--- config.mk ---
export PLATFORM = sky130hd
export DESIGN_NAME = pad_config_registers
export DESIGN_NICKNAME = d
export VERILOG_FILES = /design/src/pad_config_pkg.sv /design/src/pad_config_store.sv /design/src/pad_config_registers.sv
export VERILOG_INCLUDE_DIRS = /design/src
export SDC_FILE = /design/constraint.sdc
export NUM_CORES = 1
export LEC_CHECK = 0
export BUFFER_PORTS_ARGS = -buffer_cell sky130_fd_sc_hd__buf_2
export CAP_MARGIN = 20
export CORE_ASPECT_RATIO = 0.6
export CORE_MARGIN = 1.5
export CORE_UTILIZATION = 44
export CTS_CLUSTER_SIZE = 20
export DETAILED_ROUTE_END_ITERATION = 6
export GPL_TIMING_DRIVEN = 1
export PLACE_DENSITY = 0.77
export SETUP_SLACK_MARGIN = 0.3
export SYNTH_ARGS = -nofsm -noshare
export SYNTH_HDL_FRONTEND = slang
export SYNTH_SLANG_ARGS = --single-unit
--- constraint.sdc ---
create_clock -name pclk -period 1.7 [get_ports pclk]
set_input_delay 0.085 -clock pclk [delete_from_list [all_inputs] [get_ports pclk]]
set_output_delay 0.085 -clock pclk [all_outputs]
set_load 0.02 [all_outputs]
--- src/pad_config_regs.svh ---
// register map, field positions and reset values for the pad configuration bank
// assumes a 32-bit apb slave with word-aligned byte addresses
`ifndef PAD_CONFIG_REGS_SVH
`define PAD_CONFIG_REGS_SVH

// number of pads in the bank and width of a pad index
`define PAD_COUNT 6
`define PAD_INDEX_W 3

// byte offsets of the pad registers
`define PAD23_CONFIG_OFFSET 12'h05c
`define PAD24_CONFIG_OFFSET 12'h060
`define PAD25_CONFIG_OFFSET 12'h064
`define PAD26_CONFIG_OFFSET 12'h068
`define PAD27_CONFIG_OFFSET 12'h06c
`define PAD28_CONFIG_OFFSET 12'h070
`define PAD_FIRST_OFFSET `PAD23_CONFIG_OFFSET
`define PAD_LAST_OFFSET `PAD28_CONFIG_OFFSET
`define PAD_ADDR_W 12

// stored width: bits 12:0, everything above reads zero
`define PAD_CFG_W 13

// field positions
`define PAD_FUNC_LSB 0
`define PAD_FUNC_MSB 1
`define PAD_SRC_LSB 3
`define PAD_SRC_MSB 4
`define PAD_OEN_BIT 5
`define PAD_PULL_LSB 6
`define PAD_PULL_MSB 7
`define PAD_DRIVE_LSB 8
`define PAD_DRIVE_MSB 9
`define PAD_SLEW_BIT 10
`define PAD_REN_BIT 11
`define PAD_SMT_BIT 12

// writable bits (bit 2 unused) and reset value: oen=1, drive=1, rest zero
`define PAD_CFG_WR_MASK 13'h1ffb
`define PAD_CFG_RESET 13'h0120

`endif

--- src/pad_config_pkg.sv ---
// types shared by the pad configuration bank
// assumes pad_config_regs.svh for widths
`include "pad_config_regs.svh"

package pad_config_pkg;

    // one stored pad register
    typedef logic [`PAD_CFG_W-1:0] pad_cfg_t;

    // source of a pad's output control
    typedef enum logic [1:0] {
        src_local = 2'h0,
        src_other = 2'h1,
        src_fabric = 2'h2,
        src_reserved = 2'h3
    } ctrl_source_e;

    // undriven pad condition
    typedef enum logic [1:0] {
        pull_none = 2'h0,
        pull_up = 2'h1,
        pull_down = 2'h2,
        pull_keeper = 2'h3
    } pull_mode_e;

    // apb phase tracker, gray along idle -> data
    typedef enum logic [0:0] {
        apb_idle = 1'h0,
        apb_data = 1'h1
    } apb_state_e;

endpackage : pad_config_pkg

--- src/pad_config_store.sv ---
// storage of the pad registers with a registered read port
// assumes the caller masks write data and checks index range
`timescale 1ns/1ps
`include "pad_config_regs.svh"

module pad_config_store (
    // clock and reset
    input wire logic pclk,
    input wire logic presetn,
    // write port
    input wire logic wr_en,
    input wire logic [`PAD_INDEX_W-1:0] wr_index,
    input wire pad_config_pkg::pad_cfg_t wr_data,
    // read port, data registered
    input wire logic rd_en,
    input wire logic rd_valid,
    input wire logic [`PAD_INDEX_W-1:0] rd_index,
    output pad_config_pkg::pad_cfg_t rd_data,
    // every word in parallel, for the pad outputs
    output pad_config_pkg::pad_cfg_t words [`PAD_COUNT]
);

    // one flop bank per pad
    genvar g;
    generate
        for (g = 0; g < `PAD_COUNT; g++) begin : g_word
            always_ff @(posedge pclk or negedge presetn) begin
                if (!presetn) begin
                    words[g] <= `PAD_CFG_RESET;
                end else if (wr_en && int'(wr_index) == g) begin
                    words[g] <= wr_data;
                end
            end
        end
    endgenerate

    // read data held until the next read; unmapped reads give zero
    always_ff @(posedge pclk or negedge presetn) begin
        if (!presetn) begin
            rd_data <= '0;
        end else if (rd_en) begin
            rd_data <= rd_valid ? words[rd_index] : '0;
        end
    end

endmodule : pad_config_store

--- src/pad_config_registers.sv ---
// apb register bank configuring pads 23 to 28 and the output mux for each pad
// assumes apb3 master with synchronous inputs on pclk; pad cells sit outside
//
// Operation
// - two-bit function select in bits 1:0
// - bits 4:3 pick local, other or fabric control
// - bit 5 active-low driver enable under local control, resets one
// - bits 7:6 pad state: z, up, down, keeper
// - bits 9:8 drive strength code, resets one
// - bit 10 fast slew when set
// - bit 11 receiver enable, resets off
// - bit 12 schmitt trigger enable, resets off
`timescale 1ns/1ps
`include "pad_config_regs.svh"

module pad_config_registers (
    // clock and reset
    input wire logic pclk,
    input wire logic presetn,
    // apb slave
    input wire logic psel,
    input wire logic penable,
    input wire logic pwrite,
    input wire logic [`PAD_ADDR_W-1:0] paddr,
    input wire logic [31:0] pwdata,
    output logic [31:0] prdata,
    output logic pready,
    output logic pslverr,
    // peripheral outputs, four candidates per pad
    input wire logic [3:0] periph_out [`PAD_COUNT],
    input wire logic [`PAD_COUNT-1:0] periph_oen_n,
    // other internal sources
    input wire logic [`PAD_COUNT-1:0] other_out,
    input wire logic [`PAD_COUNT-1:0] other_oen_n,
    // programmable fabric
    input wire logic [`PAD_COUNT-1:0] fabric_out,
    input wire logic [`PAD_COUNT-1:0] fabric_oen_n,
    // pad input path
    input wire logic [`PAD_COUNT-1:0] pad_in,
    output logic [`PAD_COUNT-1:0] pad_in_gated,
    // pad cell controls
    output logic [`PAD_COUNT-1:0] pad_out,
    output logic [`PAD_COUNT-1:0] pad_driver_enable_n,
    output logic [1:0] pad_function_select [`PAD_COUNT],
    output logic [1:0] pad_ctrl_source [`PAD_COUNT],
    output logic [1:0] pad_pull_mode [`PAD_COUNT],
    output logic [1:0] pad_drive_strength [`PAD_COUNT],
    output logic [`PAD_COUNT-1:0] pad_slew_fast,
    output logic [`PAD_COUNT-1:0] pad_receive_enable,
    output logic [`PAD_COUNT-1:0] pad_hysteresis_enable
);

    // address decode, shared by the read and write paths
    function automatic logic addr_hit(input logic [`PAD_ADDR_W-1:0] addr);
        addr_hit = (addr[1:0] == 2'h0) && (addr >= `PAD_FIRST_OFFSET)
            && (addr <= `PAD_LAST_OFFSET);
    endfunction : addr_hit

    // word index from a byte address inside the bank
    function automatic logic [`PAD_INDEX_W-1:0] addr_index(
        input logic [`PAD_ADDR_W-1:0] addr
    );
        logic [`PAD_ADDR_W-1:0] rel;
        rel = addr - `PAD_FIRST_OFFSET;
        addr_index = rel[`PAD_INDEX_W+1:2];
    endfunction : addr_index

    pad_config_pkg::apb_state_e state;
    pad_config_pkg::apb_state_e next_state;
    pad_config_pkg::pad_cfg_t words [`PAD_COUNT];
    pad_config_pkg::pad_cfg_t rd_data;
    pad_config_pkg::pad_cfg_t wr_data;
    logic setup_phase;
    logic access_phase;
    logic hit;
    logic wr_en;
    logic [`PAD_INDEX_W-1:0] index;

    // apb phases; the read is fetched in setup so access needs no wait
    assign setup_phase = psel && !penable;
    assign access_phase = psel && penable;
    assign hit = addr_hit(paddr);
    assign index = addr_index(paddr);

    // phase tracker: data is ready once a setup edge has been seen
    always_comb begin
        next_state = state;
        case (state)
            pad_config_pkg::apb_idle: begin
                if (setup_phase) begin
                    next_state = pad_config_pkg::apb_data;
                end
            end
            pad_config_pkg::apb_data: begin
                if (access_phase) begin
                    next_state = pad_config_pkg::apb_idle;
                end
            end
            default: begin
                next_state = pad_config_pkg::apb_idle;
            end
        endcase
    end

    // state register
    always_ff @(posedge pclk or negedge presetn) begin
        if (!presetn) begin
            state <= pad_config_pkg::apb_idle;
        end else begin
            state <= next_state;
        end
    end

    // one wait-free access phase after every setup
    assign pready = access_phase && (state == pad_config_pkg::apb_data);
    // unmapped addresses answer with an error, writes are dropped
    assign pslverr = pready && !hit;

    // writes take effect on the completing edge; unused bits never stored
    assign wr_en = pready && pwrite && hit;
    assign wr_data = pwdata[`PAD_CFG_W-1:0] & `PAD_CFG_WR_MASK;

    pad_config_store u_store (
        .pclk(pclk),
        .presetn(presetn),
        .wr_en(wr_en),
        .wr_index(index),
        .wr_data(wr_data),
        .rd_en(setup_phase && !pwrite),
        .rd_valid(hit),
        .rd_index(index),
        .rd_data(rd_data),
        .words(words)
    );

    // upper bits of the bus word read as zero
    assign prdata = {{(32 - `PAD_CFG_W){1'b0}}, rd_data};

    // per-pad field outputs and output mux
    genvar g;
    generate
        for (g = 0; g < `PAD_COUNT; g++) begin : g_pad
            logic [1:0] func;
            logic [1:0] src;
            logic local_oen_n;
            logic next_out;
            logic next_oen_n;

            // field taps straight from the stored flops
            assign func = words[g][`PAD_FUNC_MSB:`PAD_FUNC_LSB];
            assign src = words[g][`PAD_SRC_MSB:`PAD_SRC_LSB];
            assign local_oen_n = words[g][`PAD_OEN_BIT];

            // static pad cell controls, flop outputs with no extra delay
            assign pad_function_select[g] = func;
            assign pad_ctrl_source[g] = src;
            assign pad_pull_mode[g] = words[g][`PAD_PULL_MSB:`PAD_PULL_LSB];
            assign pad_drive_strength[g] = words[g][`PAD_DRIVE_MSB:`PAD_DRIVE_LSB];
            assign pad_slew_fast[g] = words[g][`PAD_SLEW_BIT];
            assign pad_receive_enable[g] = words[g][`PAD_REN_BIT];
            assign pad_hysteresis_enable[g] = words[g][`PAD_SMT_BIT];

            // control source select; the reserved code parks the driver off
            // so a bad write never fights an external driver
            always_comb begin
                next_out = 1'b0;
                next_oen_n = 1'b1;
                case (pad_config_pkg::ctrl_source_e'(src))
                    pad_config_pkg::src_local: begin
                        // register bit 5 and the peripheral enable both gate the driver, func picks the data
                        next_out = periph_out[g][func];
                        next_oen_n = local_oen_n | periph_oen_n[g];
                    end
                    pad_config_pkg::src_other: begin
                        next_out = other_out[g];
                        next_oen_n = other_oen_n[g];
                    end
                    pad_config_pkg::src_fabric: begin
                        next_out = fabric_out[g];
                        next_oen_n = fabric_oen_n[g];
                    end
                    default: begin
                        next_out = 1'b0;
                        next_oen_n = 1'b1;
                    end
                endcase
            end

            // registered pad data and enable; one cycle of latency traded
            // for glitch-free pad controls
            always_ff @(posedge pclk or negedge presetn) begin
                if (!presetn) begin
                    pad_out[g] <= 1'b0;
                    pad_driver_enable_n[g] <= 1'b1;
                end else begin
                    pad_out[g] <= next_out;
                    pad_driver_enable_n[g] <= next_oen_n;
                end
            end

            // receiver gating: a disabled receiver reads low, not floating
            always_ff @(posedge pclk or negedge presetn) begin
                if (!presetn) begin
                    pad_in_gated[g] <= 1'b0;
                end else begin
                    pad_in_gated[g] <= pad_in[g] & words[g][`PAD_REN_BIT];
                end
            end
        end
    endgenerate

endmodule : pad_config_registers

==> impl_results.md, run 1 <==
* Outcome: finished, final reports clean
* Crit path launch type: register
* Number of max-cap violations at 0
* Final net count at between 700 and 800
* Vias per std cell at 5.10
* Mapped Cells at 454
* HPWL Detailed at between 10000 and 15000 um
* CTS root buf: clkbuf_16
* Peak supply drop at 0.612 mV
* GPL Wtd Cong at 0.837
* Post-synth top area share at 0.390
* Final hold viol count at 0
* Slowest cell on the critical path: dfrtp_1
* Synth-to-layout area growth at 25.4%
* P_sw at 1.21 mW
* Int Pwr at 3.69 mW
* First-pass GRT wire length at 22400 um
* WP data required at 1930 ps
* Largest net degree at the start of global routing at 44
* DR WL/cell at 18.5 um
* Final Setup Violations at 0
* CTS Buffer Depth at 2
* Clock period minus worst slack at approximately 1600 ps
* Sequential Power Share at 0.507
* Hold_sp: fabric_out[3]
* Initial antenna violation count at 1
* Smallest hold slack at ~27 ps
* Combinational Power Share at 0.106
* Synth Area per Inst at 12.0 um2
* #FFs+latches synth at 103
* Crit path capture type: register
* Cell area after synthesis at approximately 5500 um2
* Grt ovf at 0
* Clk_skew at around 6 ps
* Pleak at 3.61 nW
* Overall routing resource usage at 0.229
* Worst min path class: input pin to register
* Clock Power Share at 0.387
* Unrepaired setup endpoints after global routing: true
* Critical setup path kind: register to register
* CP max stage delay at 380 ps
* Fin. max-slew vios at 0
* Most used cell, CP: and3_4
* Hold Path Depth at 3
* Fmax achieved at between 600 and 700 MHz
* Final period util at 0.923
* Worst Hold Path EP: pad_out[3]
* Pwr dens at 717 nW/um2
* Sw Share at 0.246
* YS warnings at 0
* Die Footprint at about 13000 um2
* Die Span Y at 89.2 um
* Antenna cells at 0
* Overall via count from detail_route at 4026
* Worst EP arrival at 1800 ps
* Residual DRC at 0
* Layout Utilization at 0.567
* TritonCTS clock tree: built
* Rows at 31
* Critical R2R Launch: state
* Io pins at 227
* Core area at 12100 um2
* Reg-to-Reg End: u_store.words[76]
* Vias in the first global route at 4100
* Top post-synthesis cells by area: dfrtp_1, mux2_2, buf_4
* Crit path cell chain: and3_4 > and3_4 > buf_4 > nand3_4 > buf_8 > mux2_2
* Drt total wl at 14700 um
* Initial Utilization at 0.452
* Yosys top cell by area: dfrtp_1
* Sequential share of the synthesized area at 0.477
* Yosys cell types at 31
* FF-to-FF path depth at 6
* Die X at 147 um
* CP max FO at 6
* Reg2reg setup slack at 130 ps
* Routed Antenna Nets at 0
* Initial DRT Pass Iterations at 4
* Layout cells sized above 1 at 0.573
* CTS H-tree depth at 3
* Clock latency on the worst-skew pair at 340 ps
* # clock sinks at 103
* DRT iter0 DRCs at 174
* Worst-path clk slew at 70 ps
* Port Buffers at ~190
* Inserted Clock Buffers at 9
## logic make-up (layout without fill, tap and decap cells)
logic type / after synthesis / count (layout) / synth area share
mux: 121 / 121 / 0.255
buf+inv: 110 / 262 / 0.137
flops: 103 / 103 / 0.477
compound gates: 63 / 63 / 0.0677
simple gates: 50 / 50 / 0.0487
fa+ha+maj: 6 / 6 / 0.0138
other cells: 1 / 20 / 0.000688
## timing repair
action	4_1_cts	5_1_grt
pin swaps	7	3
cloned	2	0
hold buffers	19	0
setup buffers	3	4
setup endpoints to repair	85	83
resized for setup	22	14
endpoints found under the hold margin	77	0
## metrics by stage
stage	cells	power [mW]	cell area, um2	setup TNS, ps	setup slack (ps)
after floorplan	473	2.79	5660	-4420	-89.7
after global placement	746	2.98	6200	-14060	-203
after detailed placement	746	2.99	6200	-18080	-274
after CTS	786	4.94	6790	0	153
after global routing	790	5.10	6840	0	69.6
final	790	4.90	6840	0	131
## sequential cells by signal (all words and copies together) (netlist names)
signal / count
pad_in_gated: 6
u_store.rd_data: 12
pad_driver_enable_n: 6
u_store.words: 72
state: 1
pad_out: 6
## power by group through the flow
stage / registers, mW / clock network, mW / logic, mW
global route: 2.48 / 2.05 / 0.568
global placement: 2.53 / 0 / 0.455
detailed placement: 2.53 / 0 / 0.468
CTS: 2.48 / 1.95 / 0.513
floorplan: 2.55 / 0 / 0.241
finish: 2.48 / 1.90 / 0.520
## Yosys cell counts
cell and count:
buf_4 87, dfrtp_1 85, mux2_2 84, mux2i_1 31, o21ai_0 30, dfstp_2 18
a31oi_1 12, nand2_1 12, nor2_1 12, o22ai_1 12, clkbuf_1 11, a21oi_1 7
and2_1 6, ha_1 6, inv_1 6, mux4_2 6, nand3b_1 6, buf_2 5
nand3_1 3, nand4_1 3, and3_1 2, a21boi_0 1, a311oi_4 1, buf_1 1
conb_1 1, nand2b_1 1, nand4b_1 1, nor4_1 1, or2_2 1, or3b_2 1
or4b_2 1
## final cells by class
cell class	count	area (um2)
sequential	103	2600
multi-input combinational	260	2260
clock buffer	11	233
tap	165	206
clock inverter	5	33.8
inverter	6	22.5
fill	1030	5230
timing repair buffer	240	1480
## metal layers
metal | routed length (um) | vias up | global-route usage | share of wire
li1 | - | 1836 | - | -
met3 | 1040 | 14 | 0.0633 | 0.071
met2 | 7310 | 167 | 0.405 | 0.50
met4 | 127 | 0 | 0.0560 | 0.0087
met1 | 6180 | 2009 | 0.283 | 0.42
met5 | 0 | - | 0 | 0
## cells in the final DEF, fill, tap and decap left out, types with 10 or more instances in the layout
master and n:
dfstp_2 18, a31oi_1 12, nor2_1 12, dfrtp_1 83, o21ai_1 10, nand2_1 12, dlygate4sd3_1 19, buf_6 12
buf_2 183, conb_1 20, o21ai_0 20, buf_4 23, o22ai_1 12, mux2_2 82, mux2i_1 31
## worst max-delay path by stage
| stage | end | depth (start not counted) | startpoint |
|---|---|---|---|
| finish | u_store.words[76] | 6 | state |
| global route | u_store.words[3] | 5 | state |
| CTS | u_store.words[3] | 5 | state |
| detailed placement | u_store.words[52] | 6 | paddr[1] |
| global placement | u_store.words[36] | 6 | paddr[1] |
| floorplan | u_store.words[52] | 5 | paddr[1] |
## critical path: cells and delay by family, from the launching register on
kind,cells,cell delay [ps]
buf+inv,2,290
flops,1,380
simple gates,3,450
mux,1,340
No activity file was read; power rests on OpenSTA's default activity.
==> run 2: changes to the inputs <==
Settings changed: CORE_ASPECT_RATIO 0.6 to 0.75.
==> impl_results.md, run 2 (synthesis gave the netlist of run 1 again) <==
* Crit path from: state
* Io pins at 227
* Top Family by Delay on Critical Path: simple AND/OR/NAND/NOR gates
* Commonest non-fill, non-tap cell in the layout: buf_2
* Initial DRT Pass Iterations at 5
* Overall routing resource usage at 0.234
* Reg2reg setup slack at about 160 ps
* Largest net degree at the start of global routing at 48
* Inserted Clock Buffers at 9
* Critical R2R Launch: state
* HPWL Detailed at 10800 um
* Final net count at 732
* Unrepaired setup endpoints after global routing: true
* Fmax achieved at around 650 MHz
* Rows at 34
* # clock sinks at around 100
* DRT iter0 DRCs at 129
* Crit path launch type: register
* Final period util at 0.905
* Layout Utilization at 0.579
* GPL Wtd Cong at 0.917
* Worst min path class: input pin to register
* Layout cells sized above 1 at 0.577
* Pre-CTS setup slack at -245 ps
* Number of max-cap violations at 0
* Antenna cells at 0
* Clock period minus worst slack at 1540 ps
* Worst-path clk slew at 70 ps
* Die X at 132 um
* Fillers at 963
* Vias per std cell at 5.22
* WP data required at 1930 ps
* Outcome: finished, final reports clean
* Most used cell, CP: and3_4
* CTS Buffer Depth at 2
* Pwr dens at roughly 730 nW/um2
* Critical setup path kind: register to register
* Fin. max-slew vios at 0
* Worst EP arrival at 1770 ps
* Initial Utilization at 0.461
* Overall via count from detail_route at 4091
* Residual DRC at 0
* Synth-to-layout area growth at 25.7%
* Die Span Y at 99.4 um
* CP max stage delay at between 300 and 400 ps
* Pleak at 3.64 nW
* Final Setup Violations at 0
* Crit path buffers/inverters at 1
* Crit path cell chain: and3_4 > and3_4 > nand4_1 > buf_4 > mux2_2
* Port Buffers at 186
* Hold_sp: other_oen_n[1]
* Peak supply drop at about 0.52 mV
* TritonCTS clock tree: built
* DR WL/cell at 19.3 um
* Most frequent cells in the layout: buf_2, dfrtp_1, mux2_2
* CTS H-tree depth at 3
* Core area at 11800 um2
* Clock latency on the worst-skew pair at approximately 350 ps
* Crit path capture type: register
* Tot Pwr at 4.99 mW
* Final WS setup at 161 ps
* Initial antenna violation count at 0
* Top Registers: u_store.words (72), u_store.rd_data (12)
* Slowest cell on the critical path: dfrtp_1
* Largest register FFs at 72
* Grt ovf at 0
* Routed Antenna Nets at 0
* First-pass GRT wire length at 23300 um
* CP max FO at 6
* CTS root buf: clkbuf_16
* Clk_skew at 6.60 ps
* Drt total wl at between 15000 and 20000 um
* Reg with most FFs: u_store.words
* Die Footprint at 13100 um2
* Final hold viol count at 0
* Vias in the first global route at 4266
-- run 2: path summary, 6_finish.rpt --
check	to	cells after the start
max	u_store.words[46]	5
min	pad_driver_enable_n[1]	3
max in group asynchronous	u_store.words[44]	3
min in group asynchronous	u_store.rd_data[8]	2
max reg2reg	u_store.words[46]	5
min reg2reg	u_store.rd_data[8]	2
-- run 2: repair_timing --
action | in CTS | in global routing
pin swaps | 5 | 4
hold endpoints to repair | 51 | 0
setup endpoints to repair | 85 | 86
cloned | 1 | 0
hold buffers | 20 | 0
resized for setup | 37 | 11
setup buffers | 3 | 2
-- run 2: tightest hold or removal path: stages --
cell and delay (ps):
buf_2 80, o21ai_0 70, o21ai_0 90
-- run 2: power breakdown --
part	leakage, nW	internal [mW]	switching [mW]
sequential	1.36	2.47	0.00617
combinational	2.15	0.219	0.313
clock	0.133	1.01	0.969
-- run 2: cell type report --
cell class | instances | area (um2) | area share
flip-flops and latches | 103 | 2600 | 0.380
multi-input cells | 260 | 2310 | 0.338
well taps | 162 | 203 | 0.0296
clock inverters | 7 | 55.1 | 0.00803
clock buffers | 9 | 225 | 0.0329
inverters | 6 | 22.5 | 0.00329
repair buffers | 237 | 1430 | 0.209
-- run 2: stage by stage --
step | instances | instance area [um2] | setup TNS, ps | hold slack [ps]
floorplan | 473 | 5660 | -4420 | -211
global placement | 742 | 6190 | -14830 | 5.82
detailed placement | 742 | 6190 | -16480 | 13.8
CTS | 782 | 6820 | 0 | 1.03
global route | 784 | 6850 | 0 | 43.6
finish | 784 | 6850 | 0 | 20.6
-- run 2: layer usage --
layer / up-vias / share of wire / track usage
li1: 1836 / - / -
met1: 2058 / 0.43 / 0.297
met2: 177 / 0.50 / 0.408
met3: 20 / 0.062 / 0.0545
met4: 0 / 0.011 / 0.0556
met5: - / 0 / 0
